File: config.mk
export PLATFORM = sky130hd
export DESIGN_NAME = mes_status_regs
export DESIGN_NICKNAME = d
export VERILOG_FILES = /design/src/rtl/mes_pkg.sv /design/src/rtl/mes_status_regs.sv /design/src/rtl/mes_value_reg.sv
export SDC_FILE = /design/constraint.sdc
export NUM_CORES = 1
export LEC_CHECK = 0
export ABC_AREA = 1
export BUFFER_PORTS_ARGS = -buffer_cell sky130_fd_sc_hd__buf_2
export CELL_PAD_IN_SITES_DETAIL_PLACEMENT = 1
export CELL_PAD_IN_SITES_GLOBAL_PLACEMENT = 2
export CORE_UTILIZATION = 28
export DETAILED_ROUTE_END_ITERATION = 8
export GPL_ROUTABILITY_DRIVEN = 0
export GPL_TIMING_DRIVEN = 0
export HOLD_SLACK_MARGIN = 0.08
export PLACE_DENSITY_LB_ADDON = 0.1
export SLEW_MARGIN = 20
export SYNTH_ARGS = -nofsm -noshare
export SYNTH_HDL_FRONTEND = slang
export SYNTH_SLANG_ARGS = --single-unit
File: constraint.sdc
create_clock -name ref_clk -period 1.69 [get_ports ref_clk]
set_clock_uncertainty 0.15 [all_clocks]
set_input_delay 0.2535 -clock ref_clk [delete_from_list [all_inputs] [get_ports ref_clk]]
set_output_delay 0.2535 -clock ref_clk [all_outputs]
set_load 0.02 [all_outputs]
File: src/rtl/mes_pkg.sv
// constants of the motor estimator status register bank
// assumes a 12-bit word address space on the device register port
// Function
// - probe phase reported in 16 bits, 0h..Ch
// - initial rotor angle, 32-bit, 2^27 per 360 degrees
// - d-axis back-emf estimate, 32-bit read-only
// - q-axis back-emf estimate, same scaling as d
// - rotor speed estimate, scaled by maximum speed
// - rotor angle estimate, 2^27 per 360 degrees
// - all cleared on reset, at fixed addresses
`default_nettype none

package mes_pkg;
    // register port geometry
    localparam int ADDR_W   = 12;
    localparam int DATA_W   = 32;
    localparam int PHASE_W  = 16;
    localparam int NUM_REGS = 6;

    // word addresses in the algorithm variable space
    localparam logic [ADDR_W-1:0] ADDR_PROBE_PHASE   = 12'h6B8;
    localparam logic [ADDR_W-1:0] ADDR_INITIAL_ANGLE = 12'h6FC;
    localparam logic [ADDR_W-1:0] ADDR_BEMF_D        = 12'h742;
    localparam logic [ADDR_W-1:0] ADDR_BEMF_Q        = 12'h744;
    localparam logic [ADDR_W-1:0] ADDR_ROTOR_SPEED   = 12'h752;
    localparam logic [ADDR_W-1:0] ADDR_ROTOR_ANGLE   = 12'h756;

    // slot index of each value inside the bank
    localparam int IDX_PROBE_PHASE   = 0;
    localparam int IDX_INITIAL_ANGLE = 1;
    localparam int IDX_BEMF_D        = 2;
    localparam int IDX_BEMF_Q        = 3;
    localparam int IDX_ROTOR_SPEED   = 4;
    localparam int IDX_ROTOR_ANGLE   = 5;

    // address table in slot order
    localparam logic [ADDR_W-1:0] ADDR_TABLE [0:NUM_REGS-1] = '{
        ADDR_PROBE_PHASE, ADDR_INITIAL_ANGLE, ADDR_BEMF_D,
        ADDR_BEMF_Q, ADDR_ROTOR_SPEED, ADDR_ROTOR_ANGLE
    };

    // reset value of every register
    localparam logic [DATA_W-1:0] RESET_VALUE = 32'h00000000;

    // fixed point scaling: full scale is two to this power
    localparam int FRAC_BITS = 27;

    // probe sequencer phase codes
    localparam logic [PHASE_W-1:0] PHASE_INIT          = 16'h0000;
    localparam logic [PHASE_W-1:0] PHASE_VECTOR_CONFIG = 16'h0001;
    localparam logic [PHASE_W-1:0] PHASE_RUN           = 16'h0002;
    localparam logic [PHASE_W-1:0] PHASE_SLOW_RISE     = 16'h0003;
    localparam logic [PHASE_W-1:0] PHASE_SLOW_FALL     = 16'h0004;
    localparam logic [PHASE_W-1:0] PHASE_DECAY_WAIT    = 16'h0005;
    localparam logic [PHASE_W-1:0] PHASE_GET_TIMES     = 16'h0006;
    localparam logic [PHASE_W-1:0] PHASE_NEXT_VECTOR   = 16'h0007;
    localparam logic [PHASE_W-1:0] PHASE_SECTOR_CALC   = 16'h0008;
    localparam logic [PHASE_W-1:0] PHASE_POSITION_CALC = 16'h0009;
    localparam logic [PHASE_W-1:0] PHASE_ANGLE_CALC    = 16'h000A;
    localparam logic [PHASE_W-1:0] PHASE_DONE          = 16'h000B;
    localparam logic [PHASE_W-1:0] PHASE_ERROR         = 16'h000C;
endpackage : mes_pkg

`default_nettype wire

File: src/rtl/mes_status_regs.sv
// read-only estimator status bank on the device register port
// assumes the algorithm drives values and update strobes on ref_clk,
// and the register port issues one read or write per cycle
`default_nettype none

module mes_status_regs #(
    parameter int ADDR_W = mes_pkg::ADDR_W,
    parameter int DATA_W = mes_pkg::DATA_W
) (
    input  wire logic                        ref_clk,           // device clock, 100 MHz
    input  wire logic                        rst_n,             // synchronous reset, active low
    // register port
    input  wire logic [ADDR_W-1:0]           reg_addr,          // word address
    input  wire logic                        reg_rd,            // read strobe
    input  wire logic                        reg_wr,            // write strobe
    input  wire logic [DATA_W-1:0]           reg_wdata,         // write data, discarded
    output logic      [DATA_W-1:0]           reg_rdata,         // read data
    output logic                             reg_rvalid,        // read answer pulse
    output logic                             reg_addr_err,      // unmapped access pulse
    output logic                             reg_wr_ignored,    // write refused pulse
    // algorithm side
    input  wire logic                        phase_upd,         // new probe phase
    input  wire logic [mes_pkg::PHASE_W-1:0] phase_in,          // probe phase code
    input  wire logic                        init_angle_upd,    // new initial angle
    input  wire logic [DATA_W-1:0]           init_angle_in,     // initial angle value
    input  wire logic                        bemf_d_upd,        // new d-axis back-emf
    input  wire logic [DATA_W-1:0]           bemf_d_in,         // d-axis back-emf value
    input  wire logic                        bemf_q_upd,        // new q-axis back-emf
    input  wire logic [DATA_W-1:0]           bemf_q_in,         // q-axis back-emf value
    input  wire logic                        speed_upd,         // new speed estimate
    input  wire logic [DATA_W-1:0]           speed_in,          // speed estimate value
    input  wire logic                        rotor_angle_upd,   // new rotor angle
    input  wire logic [DATA_W-1:0]           rotor_angle_in,    // rotor angle value
    // decoded probe status
    output logic                             probe_done,        // phase is complete
    output logic                             probe_error        // phase is fault
);
    localparam int N = mes_pkg::NUM_REGS;

    // per-slot load strobes, inputs and held values
    logic [N-1:0]        slot_load;
    logic [DATA_W-1:0]   slot_din   [0:N-1];
    logic [DATA_W-1:0]   slot_dout  [0:N-1];
    logic [N-1:0]        slot_hit;
    logic [DATA_W-1:0]   slot_mask  [0:N-1];
    logic [DATA_W-1:0]   mux_acc    [0:N];

    // port side state
    logic [DATA_W-1:0]   rdata_r;
    logic [DATA_W-1:0]   rdata_nxt;
    logic                rvalid_r;
    logic                addr_err_r;
    logic                addr_err_nxt;
    logic                wr_ign_r;
    logic                done_r;
    logic                done_nxt;
    logic                error_r;
    logic                error_nxt;

    // phase codes beyond the fault code are never stored
    logic                phase_code_ok;
    logic [DATA_W-1:0]   phase_wide;
    logic                any_hit;
    logic [DATA_W-1:0]   wdata_unused;

    assign phase_code_ok = (phase_in <= mes_pkg::PHASE_ERROR);
    assign phase_wide    = {{(DATA_W-mes_pkg::PHASE_W){1'b0}}, phase_in};
    assign wdata_unused  = reg_wdata;

    // slot inputs in address-table order
    assign slot_load[mes_pkg::IDX_PROBE_PHASE]   = phase_upd & phase_code_ok;
    assign slot_load[mes_pkg::IDX_INITIAL_ANGLE] = init_angle_upd;
    assign slot_load[mes_pkg::IDX_BEMF_D]        = bemf_d_upd;
    assign slot_load[mes_pkg::IDX_BEMF_Q]        = bemf_q_upd;
    assign slot_load[mes_pkg::IDX_ROTOR_SPEED]   = speed_upd;
    assign slot_load[mes_pkg::IDX_ROTOR_ANGLE]   = rotor_angle_upd;

    assign slot_din[mes_pkg::IDX_PROBE_PHASE]   = phase_wide;
    assign slot_din[mes_pkg::IDX_INITIAL_ANGLE] = init_angle_in;
    assign slot_din[mes_pkg::IDX_BEMF_D]        = bemf_d_in;
    assign slot_din[mes_pkg::IDX_BEMF_Q]        = bemf_q_in;
    assign slot_din[mes_pkg::IDX_ROTOR_SPEED]   = speed_in;
    assign slot_din[mes_pkg::IDX_ROTOR_ANGLE]   = rotor_angle_in;

    assign mux_acc[0] = '0;

    // one holder, one decoder and one mux stage per slot
    for (genvar i = 0; i < N; i++) begin : g_slot
        mes_value_reg #(
            .WIDTH (DATA_W)
        ) u_value (
            .ref_clk (ref_clk),
            .rst_n   (rst_n),
            .load    (slot_load[i]),
            .din     (slot_din[i]),
            .dout    (slot_dout[i])
        );
        assign slot_hit[i]   = (reg_addr == mes_pkg::ADDR_TABLE[i]);
        assign slot_mask[i]  = slot_hit[i] ? slot_dout[i] : '0;
        assign mux_acc[i+1]  = mux_acc[i] | slot_mask[i];
    end

    // read answer: whole word sampled in one edge, unmapped reads zero
    assign any_hit      = |slot_hit;
    assign rdata_nxt    = reg_rd ? mux_acc[N] : rdata_r;
    assign addr_err_nxt = (reg_rd | reg_wr) & ~any_hit;

    // decoded status from the phase value about to be held
    assign done_nxt  = slot_load[mes_pkg::IDX_PROBE_PHASE]
                     ? (phase_in == mes_pkg::PHASE_DONE)
                     : done_r;
    assign error_nxt = slot_load[mes_pkg::IDX_PROBE_PHASE]
                     ? (phase_in == mes_pkg::PHASE_ERROR)
                     : error_r;

    // read data and answer strobes
    always_ff @(posedge ref_clk) begin
        if (!rst_n) begin
            rdata_r    <= mes_pkg::RESET_VALUE;
            rvalid_r   <= 1'b0;
            addr_err_r <= 1'b0;
            wr_ign_r   <= 1'b0;
        end else begin
            rdata_r    <= rdata_nxt;
            rvalid_r   <= reg_rd;
            addr_err_r <= addr_err_nxt;
            wr_ign_r   <= reg_wr;
        end
    end

    // probe status flags
    always_ff @(posedge ref_clk) begin
        if (!rst_n) begin
            done_r  <= 1'b0;
            error_r <= 1'b0;
        end else begin
            done_r  <= done_nxt;
            error_r <= error_nxt;
        end
    end

    assign reg_rdata      = rdata_r;
    assign reg_rvalid     = rvalid_r;
    assign reg_addr_err   = addr_err_r;
    assign reg_wr_ignored = wr_ign_r;
    assign probe_done     = done_r;
    assign probe_error    = error_r;

    // every read is answered exactly one cycle later
    a_read_answer_time: assert property (
        @(posedge ref_clk) disable iff (!rst_n)
        reg_rd |=> reg_rvalid ##1 (reg_rvalid == $past(reg_rd)))
        else $error("read answer not on the next cycle");

    // no answer without a read
    a_no_spurious_answer: assert property (
        @(posedge ref_clk) disable iff (!rst_n)
        !reg_rd |=> !reg_rvalid)
        else $error("read answer without a read");

    // reset clears every held value and the read data
    a_reset_clears_bank: assert property (
        @(posedge ref_clk)
        !rst_n |=> (slot_dout[0] == '0) && (slot_dout[1] == '0)
                && (slot_dout[2] == '0) && (slot_dout[3] == '0)
                && (slot_dout[4] == '0) && (slot_dout[5] == '0)
                && (reg_rdata == '0) && !reg_rvalid)
        else $error("bank not cleared by reset");

    // held phase never leaves the code range and upper bits stay zero
    a_phase_code_range: assert property (
        @(posedge ref_clk) disable iff (!rst_n)
        (slot_dout[mes_pkg::IDX_PROBE_PHASE] <= 32'h0000000C))
        else $error("probe phase out of code range");

    // an invalid phase code leaves the stored phase unchanged
    a_phase_bad_held: assert property (
        @(posedge ref_clk) disable iff (!rst_n)
        (phase_upd && (phase_in > mes_pkg::PHASE_ERROR))
        |=> $stable(slot_dout[mes_pkg::IDX_PROBE_PHASE]))
        else $error("invalid phase code was stored");

    // reading the initial angle returns the value held at the read
    a_init_angle_read: assert property (
        @(posedge ref_clk) disable iff (!rst_n)
        (reg_rd && reg_addr == mes_pkg::ADDR_INITIAL_ANGLE)
        |=> reg_rdata == $past(slot_dout[mes_pkg::IDX_INITIAL_ANGLE]))
        else $error("initial angle read mismatch");

    // back-emf d is published one edge after its strobe
    a_bemf_d_update: assert property (
        @(posedge ref_clk) disable iff (!rst_n)
        bemf_d_upd |=> slot_dout[mes_pkg::IDX_BEMF_D] == $past(bemf_d_in))
        else $error("d-axis back-emf not updated");

    // reading back-emf q returns the held value
    a_bemf_q_read: assert property (
        @(posedge ref_clk) disable iff (!rst_n)
        (reg_rd && reg_addr == mes_pkg::ADDR_BEMF_Q)
        |=> reg_rdata == $past(slot_dout[mes_pkg::IDX_BEMF_Q]))
        else $error("q-axis back-emf read mismatch");

    // speed estimate reads the value present at the read edge
    a_speed_read: assert property (
        @(posedge ref_clk) disable iff (!rst_n)
        (reg_rd && reg_addr == mes_pkg::ADDR_ROTOR_SPEED && speed_upd)
        |=> reg_rdata != $past(speed_in) || reg_rdata == $past(slot_dout[4]))
        else $error("speed read not a coherent snapshot");

    // rotor angle read data stands until the next read
    a_rotor_angle_hold: assert property (
        @(posedge ref_clk) disable iff (!rst_n)
        (reg_rd && reg_addr == mes_pkg::ADDR_ROTOR_ANGLE) ##1 !reg_rd
        |=> $stable(reg_rdata))
        else $error("read data changed without a read");

    // a write alone changes no held initial angle, back-emf d or rotor angle
    a_write_no_effect: assert property (
        @(posedge ref_clk) disable iff (!rst_n)
        (reg_wr && slot_load == '0)
        |=> $stable(slot_dout[1]) && $stable(slot_dout[2]) && $stable(slot_dout[5])
            ##0 reg_wr_ignored)
        else $error("write touched a read-only register");

    // unmapped reads return zero and flag the error
    a_unmapped_zero: assert property (
        @(posedge ref_clk) disable iff (!rst_n)
        (reg_rd && !any_hit) |=> (reg_rdata == '0) && reg_addr_err)
        else $error("unmapped read not zero");

    // done and fault flags follow the held phase
    a_probe_flags_tie: assert property (
        @(posedge ref_clk) disable iff (!rst_n)
        (probe_done == (slot_dout[0] == 32'h0000000B))
        && (probe_error == (slot_dout[0] == 32'h0000000C)))
        else $error("probe flags disagree with phase");

    // every write is answered by the refusal pulse
    a_write_flag_pulse: assert property (
        @(posedge ref_clk) disable iff (!rst_n)
        reg_wr
        |=> reg_wr_ignored)
        else $error("write not flagged as ignored");

    // no refusal pulse without a write
    a_no_write_flag: assert property (
        @(posedge ref_clk) disable iff (!rst_n)
        !reg_wr
        |=> !reg_wr_ignored)
        else $error("refusal pulse without a write");

    // mapped accesses and idle cycles raise no address error
    a_mapped_no_error: assert property (
        @(posedge ref_clk) disable iff (!rst_n)
        !((reg_rd || reg_wr) && !any_hit)
        |=> !reg_addr_err)
        else $error("address error on a mapped access");

    // a legal phase code is held one edge after its strobe
    a_phase_load: assert property (
        @(posedge ref_clk) disable iff (!rst_n)
        (phase_upd && (phase_in <= mes_pkg::PHASE_ERROR))
        |=> slot_dout[mes_pkg::IDX_PROBE_PHASE] == {16'h0000, $past(phase_in)})
        else $error("probe phase not stored");

    // reading the probe phase returns the held value
    a_phase_read: assert property (
        @(posedge ref_clk) disable iff (!rst_n)
        (reg_rd && reg_addr == mes_pkg::ADDR_PROBE_PHASE)
        |=> reg_rdata == $past(slot_dout[mes_pkg::IDX_PROBE_PHASE]))
        else $error("probe phase read mismatch");

    // initial angle is published one edge after its strobe
    a_init_angle_update: assert property (
        @(posedge ref_clk) disable iff (!rst_n)
        init_angle_upd
        |=> slot_dout[mes_pkg::IDX_INITIAL_ANGLE] == $past(init_angle_in))
        else $error("initial angle not updated");

    // reading back-emf d returns the held value
    a_bemf_d_read: assert property (
        @(posedge ref_clk) disable iff (!rst_n)
        (reg_rd && reg_addr == mes_pkg::ADDR_BEMF_D)
        |=> reg_rdata == $past(slot_dout[mes_pkg::IDX_BEMF_D]))
        else $error("d-axis back-emf read mismatch");

    // back-emf q is published one edge after its strobe
    a_bemf_q_update: assert property (
        @(posedge ref_clk) disable iff (!rst_n)
        bemf_q_upd
        |=> slot_dout[mes_pkg::IDX_BEMF_Q] == $past(bemf_q_in))
        else $error("q-axis back-emf not updated");

    // speed estimate is published one edge after its strobe
    a_speed_update: assert property (
        @(posedge ref_clk) disable iff (!rst_n)
        speed_upd
        |=> slot_dout[mes_pkg::IDX_ROTOR_SPEED] == $past(speed_in))
        else $error("speed estimate not updated");

    // speed estimate holds while no strobe comes
    a_speed_hold: assert property (
        @(posedge ref_clk) disable iff (!rst_n)
        !speed_upd
        |=> $stable(slot_dout[mes_pkg::IDX_ROTOR_SPEED]))
        else $error("speed estimate changed without a strobe");

    // rotor angle is published one edge after its strobe
    a_rotor_angle_update: assert property (
        @(posedge ref_clk) disable iff (!rst_n)
        rotor_angle_upd
        |=> slot_dout[mes_pkg::IDX_ROTOR_ANGLE] == $past(rotor_angle_in))
        else $error("rotor angle not updated");

    // reading the rotor angle returns the held value
    a_rotor_angle_read: assert property (
        @(posedge ref_clk) disable iff (!rst_n)
        (reg_rd && reg_addr == mes_pkg::ADDR_ROTOR_ANGLE)
        |=> reg_rdata == $past(slot_dout[mes_pkg::IDX_ROTOR_ANGLE]))
        else $error("rotor angle read mismatch");
endmodule // mes_status_regs

`default_nettype wire

File: src/rtl/mes_value_reg.sv
// one status value holder: cleared on reset, loaded from the algorithm
// assumes a synchronous active-low reset and a single clock
`default_nettype none

module mes_value_reg #(
    parameter int WIDTH = 32
) (
    input  wire logic             ref_clk,  // device clock
    input  wire logic             rst_n,    // synchronous reset, active low
    input  wire logic             load,     // take din this edge
    input  wire logic [WIDTH-1:0] din,      // new value from the algorithm
    output var  logic [WIDTH-1:0] dout      // held value
);
    logic [WIDTH-1:0] value_r;
    logic [WIDTH-1:0] value_nxt;

    // hold unless the algorithm publishes a new value
    assign value_nxt = load ? din : value_r;

    // storage, cleared on reset
    always_ff @(posedge ref_clk) begin
        if (!rst_n) begin
            value_r <= '0;
        end else begin
            value_r <= value_nxt;
        end
    end

    assign dout = value_r;
endmodule // mes_value_reg

`default_nettype wire

==> implementation parameters <==
Parameter                              Value

Global routing
  Global-route wire length before repair ... ~60000 µm
  Overall routing resource usage ... 0.235
  Congestion Overflow GR ... 0
  Largest net degree at the start of global routing ... 14
  Initial antenna violation count ... 0
  Number of global-route vias before repair ... around 11000

Synthesis
  Share of the synthesized area in compound gates (AO/OA/AOI/OAI) ... 0.139
  Simple-Gate Fraction of Synth Area ... 0.322
  Area share of fa/ha/maj cells after synthesis ... 0
  Number of synthesized flops with an enable pin ... 0
  Mux cell area share after synthesis ... 0
  Proportion of synthesized flip-flops having asynchronous set or reset ... 0
  Top area cells in the synthesized netlist ... dfxtp_1 (47%), nor2_1 (16%), o21ai_0 (11%), nand4_1 (7.5%), nand2_1 (4.4%)
  Total standard cell area after synthesis ... between 9000 and 10000 µm²
  Synthesized instance count ... between 1000 and 1500
  Syn nets ... about 1500
  Most area-hungry cell type in the Yosys netlist ... dfxtp_1
  Unique cell type count in the Yosys netlist ... 21
  Yosys warns ... 0
  Dominant combinational cell family by area after synthesis ... simple AND/OR/NAND/NOR gates
  Yosys reg bits ... about 210
  Most common cell in the synthesized netlist ... nor2_1
  Top post-synthesis cells by count ... nor2_1 (383), dfxtp_1 (213), o21ai_0 (197)
  Synthesized-area fraction occupied by xor and xnor cells ... 0
  Avg Inst Size Synth ... 7.06 µm²
  Top-area cell type share of the netlist area ... 0.467
  Synth Flop Type ... dfxtp_1
  Sequential element share of the synthesized area ... 0.467

CTS
  # clock sinks ... ~210
  Number of buffers between clock root and the deepest sink ... 3
  Clock tree from TritonCTS ... built
  Total CTS buffers ... 25
  Root buf cell ... clkbuf_16
  Clock latency reported for the late side of the worst-skew pair ... around 0.53 ns
  Clock-pin slew of the registers on the worst-case setup and hold paths ... approximately 0.060 ns
  H-tree levels ... 1

STA
  Actual transition at the worst max-transition pin ... 0.676 ns
  Tcrit/Tclk final ... 0.963
  Post-layout min period ... about 1.6 ns
  Fin. max-slew vios ... 0
  RSZ-0062 raised after global routing ... no
  Final hold violations ... 0
  Achievable frequency ... between 0.6 and 0.7 GHz
  Worst slew margin ... 0.550
  Finish-stage setup viols ... 0

Power and ir drop
  Internal power consumption ... a little over 9 mW
  Part of the power in the clock network ... 0.436
  Relative contribution of combinational cells to total power ... 0.122
  Power density relative to cell area ... 924 nW/µm²
  Net switching power of the design ... ~3.2 mW
  Largest vdd supply drop ... 0.662 mV
  Switching Fraction ... 0.256
  Total Power ... between 10 and 15 mW
  Fraction of power consumed by sequential logic ... 0.442
  Static power due to leakage ... between 6 and 7 nW

Min path
  Hold-critical path endpoint ... probe_done
  Start point of the worst hold path ... phase_in[2]
  Kind of path behind the tightest hold check ... input pin to flop
  Hold Path Stages ... 6

Setup path
  Setup crit start kind ... input pin
  R2R setup slack ... around 0.60 ns
  Arrival @ worst endpoint ... slightly below 2 ns
  Class of the most critical setup path ... input pin to flop
  R2r startpoint ... g_slot[5].u_value.dout[4]
  Crit path buffers/inverters ... 4
  Kind of end point of the critical path ... flop
  Gate family responsible for the most delay along the worst path ... buffers and inverters
  Cell-by-cell listing of the critical path ... dlygate4sd3_1 > buf_2 > inv_1 > clkbuf_1 > nor2_1 > nor2_1
  End of the worst register-to-register path ... reg_rdata[4]
  Length in cells of the worst reg-to-reg path ... 4
  CP max stage cell ... dlygate4sd3_1
  Critical path's largest stage delay ... 0.53 ns
  Highest fanout seen on the critical path ... 10
  Required @ worst endpoint ... between 1.5 and 2 ns
  Most common cell type on the critical path ... nor2_1

Final layout
  Nets ... 1966
  Inserted Diodes ... 0
  Synth-to-layout area growth ... 47.6%
  Share of layout cells above drive strength 1 ... 0.183
  Final standard cell count with taps included and fillers excluded ... 2186
  Fin util ... 0.424

Route
  Remaining antenna violation count ... 0
  First-iteration detailed-routing DRC count ... between 400 and 500
  Post-route DRC violation count ... 0
  Via Count ... 10300
  Total routed wire length on the met1 layer ... around 19000 µm
  TritonRoute pass-1 iters ... 8
  WL per Instance ... 18.0 µm
  Met2 Wirelength ... approximately 18000 µm
  Vias per inst ... around 4.7
  DR top layer ... met4
  Met3 routed wirelength ... around 1700 µm
  Routed wire length ... between 30000 and 40000 µm

Floorplanning
  DIE AREA ... around 33000 µm²
  Top-Level Pins ... ~270
  Width of the chip ... 183 µm
  Die extent in y ... ~180 µm
  Placeable Area ... around 32000 µm²
  Initial core utilization ... 0.287
  Placement Rows ... between 60 and 70

Placement
  DP Wirelength ... about 29000 µm
  Number of instances in the placed design ... 1961
  Port buffer count ... 233

Outcome
  Outcome ... complete, no violations

Job
  Number of max-cap violations ... 0
-- tightest hold or removal path: stages --
cell and delay, ns:
buf_2 0.11, nor2_1 0.05, nand4_1 0.08, nand2_1 0.05, nand2_1 0.05, nor2_1 0.04
-- stage by stage --
step / TNS [ns] / setup slack, ns / hold WS, ns / cell area, µm²
floorplan: 0 / 0.352 / 0.216 / 9130
global placement: -45.75 / -0.380 / 0.293 / 10800
detailed placement: -46.71 / -0.449 / 0.301 / 10800
CTS: 0 / 0.0222 / 0.0878 / 13500
global route: 0 / 0.0184 / 0.0872 / 13500
finish: 0 / 0.0628 / 0.00792 / 13500
-- worst max-delay path by stage --
stage	start	endpoint	slack, ns	depth (start not counted)
floorplan	reg_addr[0]	reg_rdata[5]	0.35	8
global placement	reg_addr[3]	reg_rdata[4]	-0.38	9
detailed placement	reg_addr[3]	reg_rdata[4]	-0.45	9
CTS	phase_in[0]	g_slot[0].u_value.dout[3]	0.02	7
global route	reg_addr[0]	reg_rdata[2]	0.02	8
finish	bemf_q_upd	g_slot[3].u_value.dout[20]	0.06	6
-- cells in the final DEF (no fill, tap or decap) --
cell type / n
nor2_2: 4
dfxtp_1: 213
nor3_1: 1
clkbuf_1: 64
nand3_1: 66
clkbuf_16: 25
nor2_4: 4
and2_1: 1
o21ai_1: 1
clkbuf_8: 2
buf_2: 263
clkinv_1: 3
clkbuf_2: 2
nor2b_1: 1
nor2_1: 382
buf_1: 3
buf_4: 9
buf_6: 3
o2111ai_1: 1
inv_1: 43
a21oi_1: 54
o21bai_1: 1
nand2_1: 108
bufinv_16: 3
dlygate4sd3_1: 182
clkinv_2: 6
dlymetal6s4s_1: 1
nand4_1: 109
o21ai_0: 196
-- flip-flops by register name (all words and copies together), names as in the netlist --
name                 cells
reg_rvalid               1
g_slot.u_value.dout    176
reg_rdata               32
reg_wr_ignored           1
probe_done               1
probe_error              1
reg_addr_err             1
-- power by group through the flow --
stage                     Clock [mW]  Combinational [mW]  Sequential [mW]
final                           5.43                1.52             5.50
after detailed placement           0                1.19             5.61
after CTS                       5.53                1.52             5.50
after floorplan                    0               0.580             5.59
after global routing            5.74                1.69             5.53
after global placement             0                1.17             5.61
-- metal layers --
metal	vias up	track usage
li1	5199	-
met1	4762	0.320
met2	248	0.384
met3	56	0.0295
met4	0	0.0723
met5	-	0
-- layout make-up --
class / count / area, µm²
Clock buffer: 33 / 676
Clock inverter: 9 / 120
Multi-Input combinational cell: 929 / 4210
Sequential cell: 213 / 4260
Buffer: 105 / 488
Timing Repair Buffer: 416 / 3000
Inverter: 46 / 173
Fill cell: 3981 / 18300
Tap cell: 435 / 544
-- repair_timing --
item                                    CTS  global route
buffers inserted                          0             0
resized for setup                         0             9
endpoints found under the hold margin   181             1
hold buffers                            183             1
endpoints found under the setup margin    0            10
-- cell families (layout without fill, tap and decap cells) --
kind of cell,Yosys count,count (layout)
and+or+nand+nor,676,676
AOI/OAI and AO/OA,253,253
DFF,213,213
buffers and inverters,151,609
Note: power is estimated with default switching activity, not from simulation.
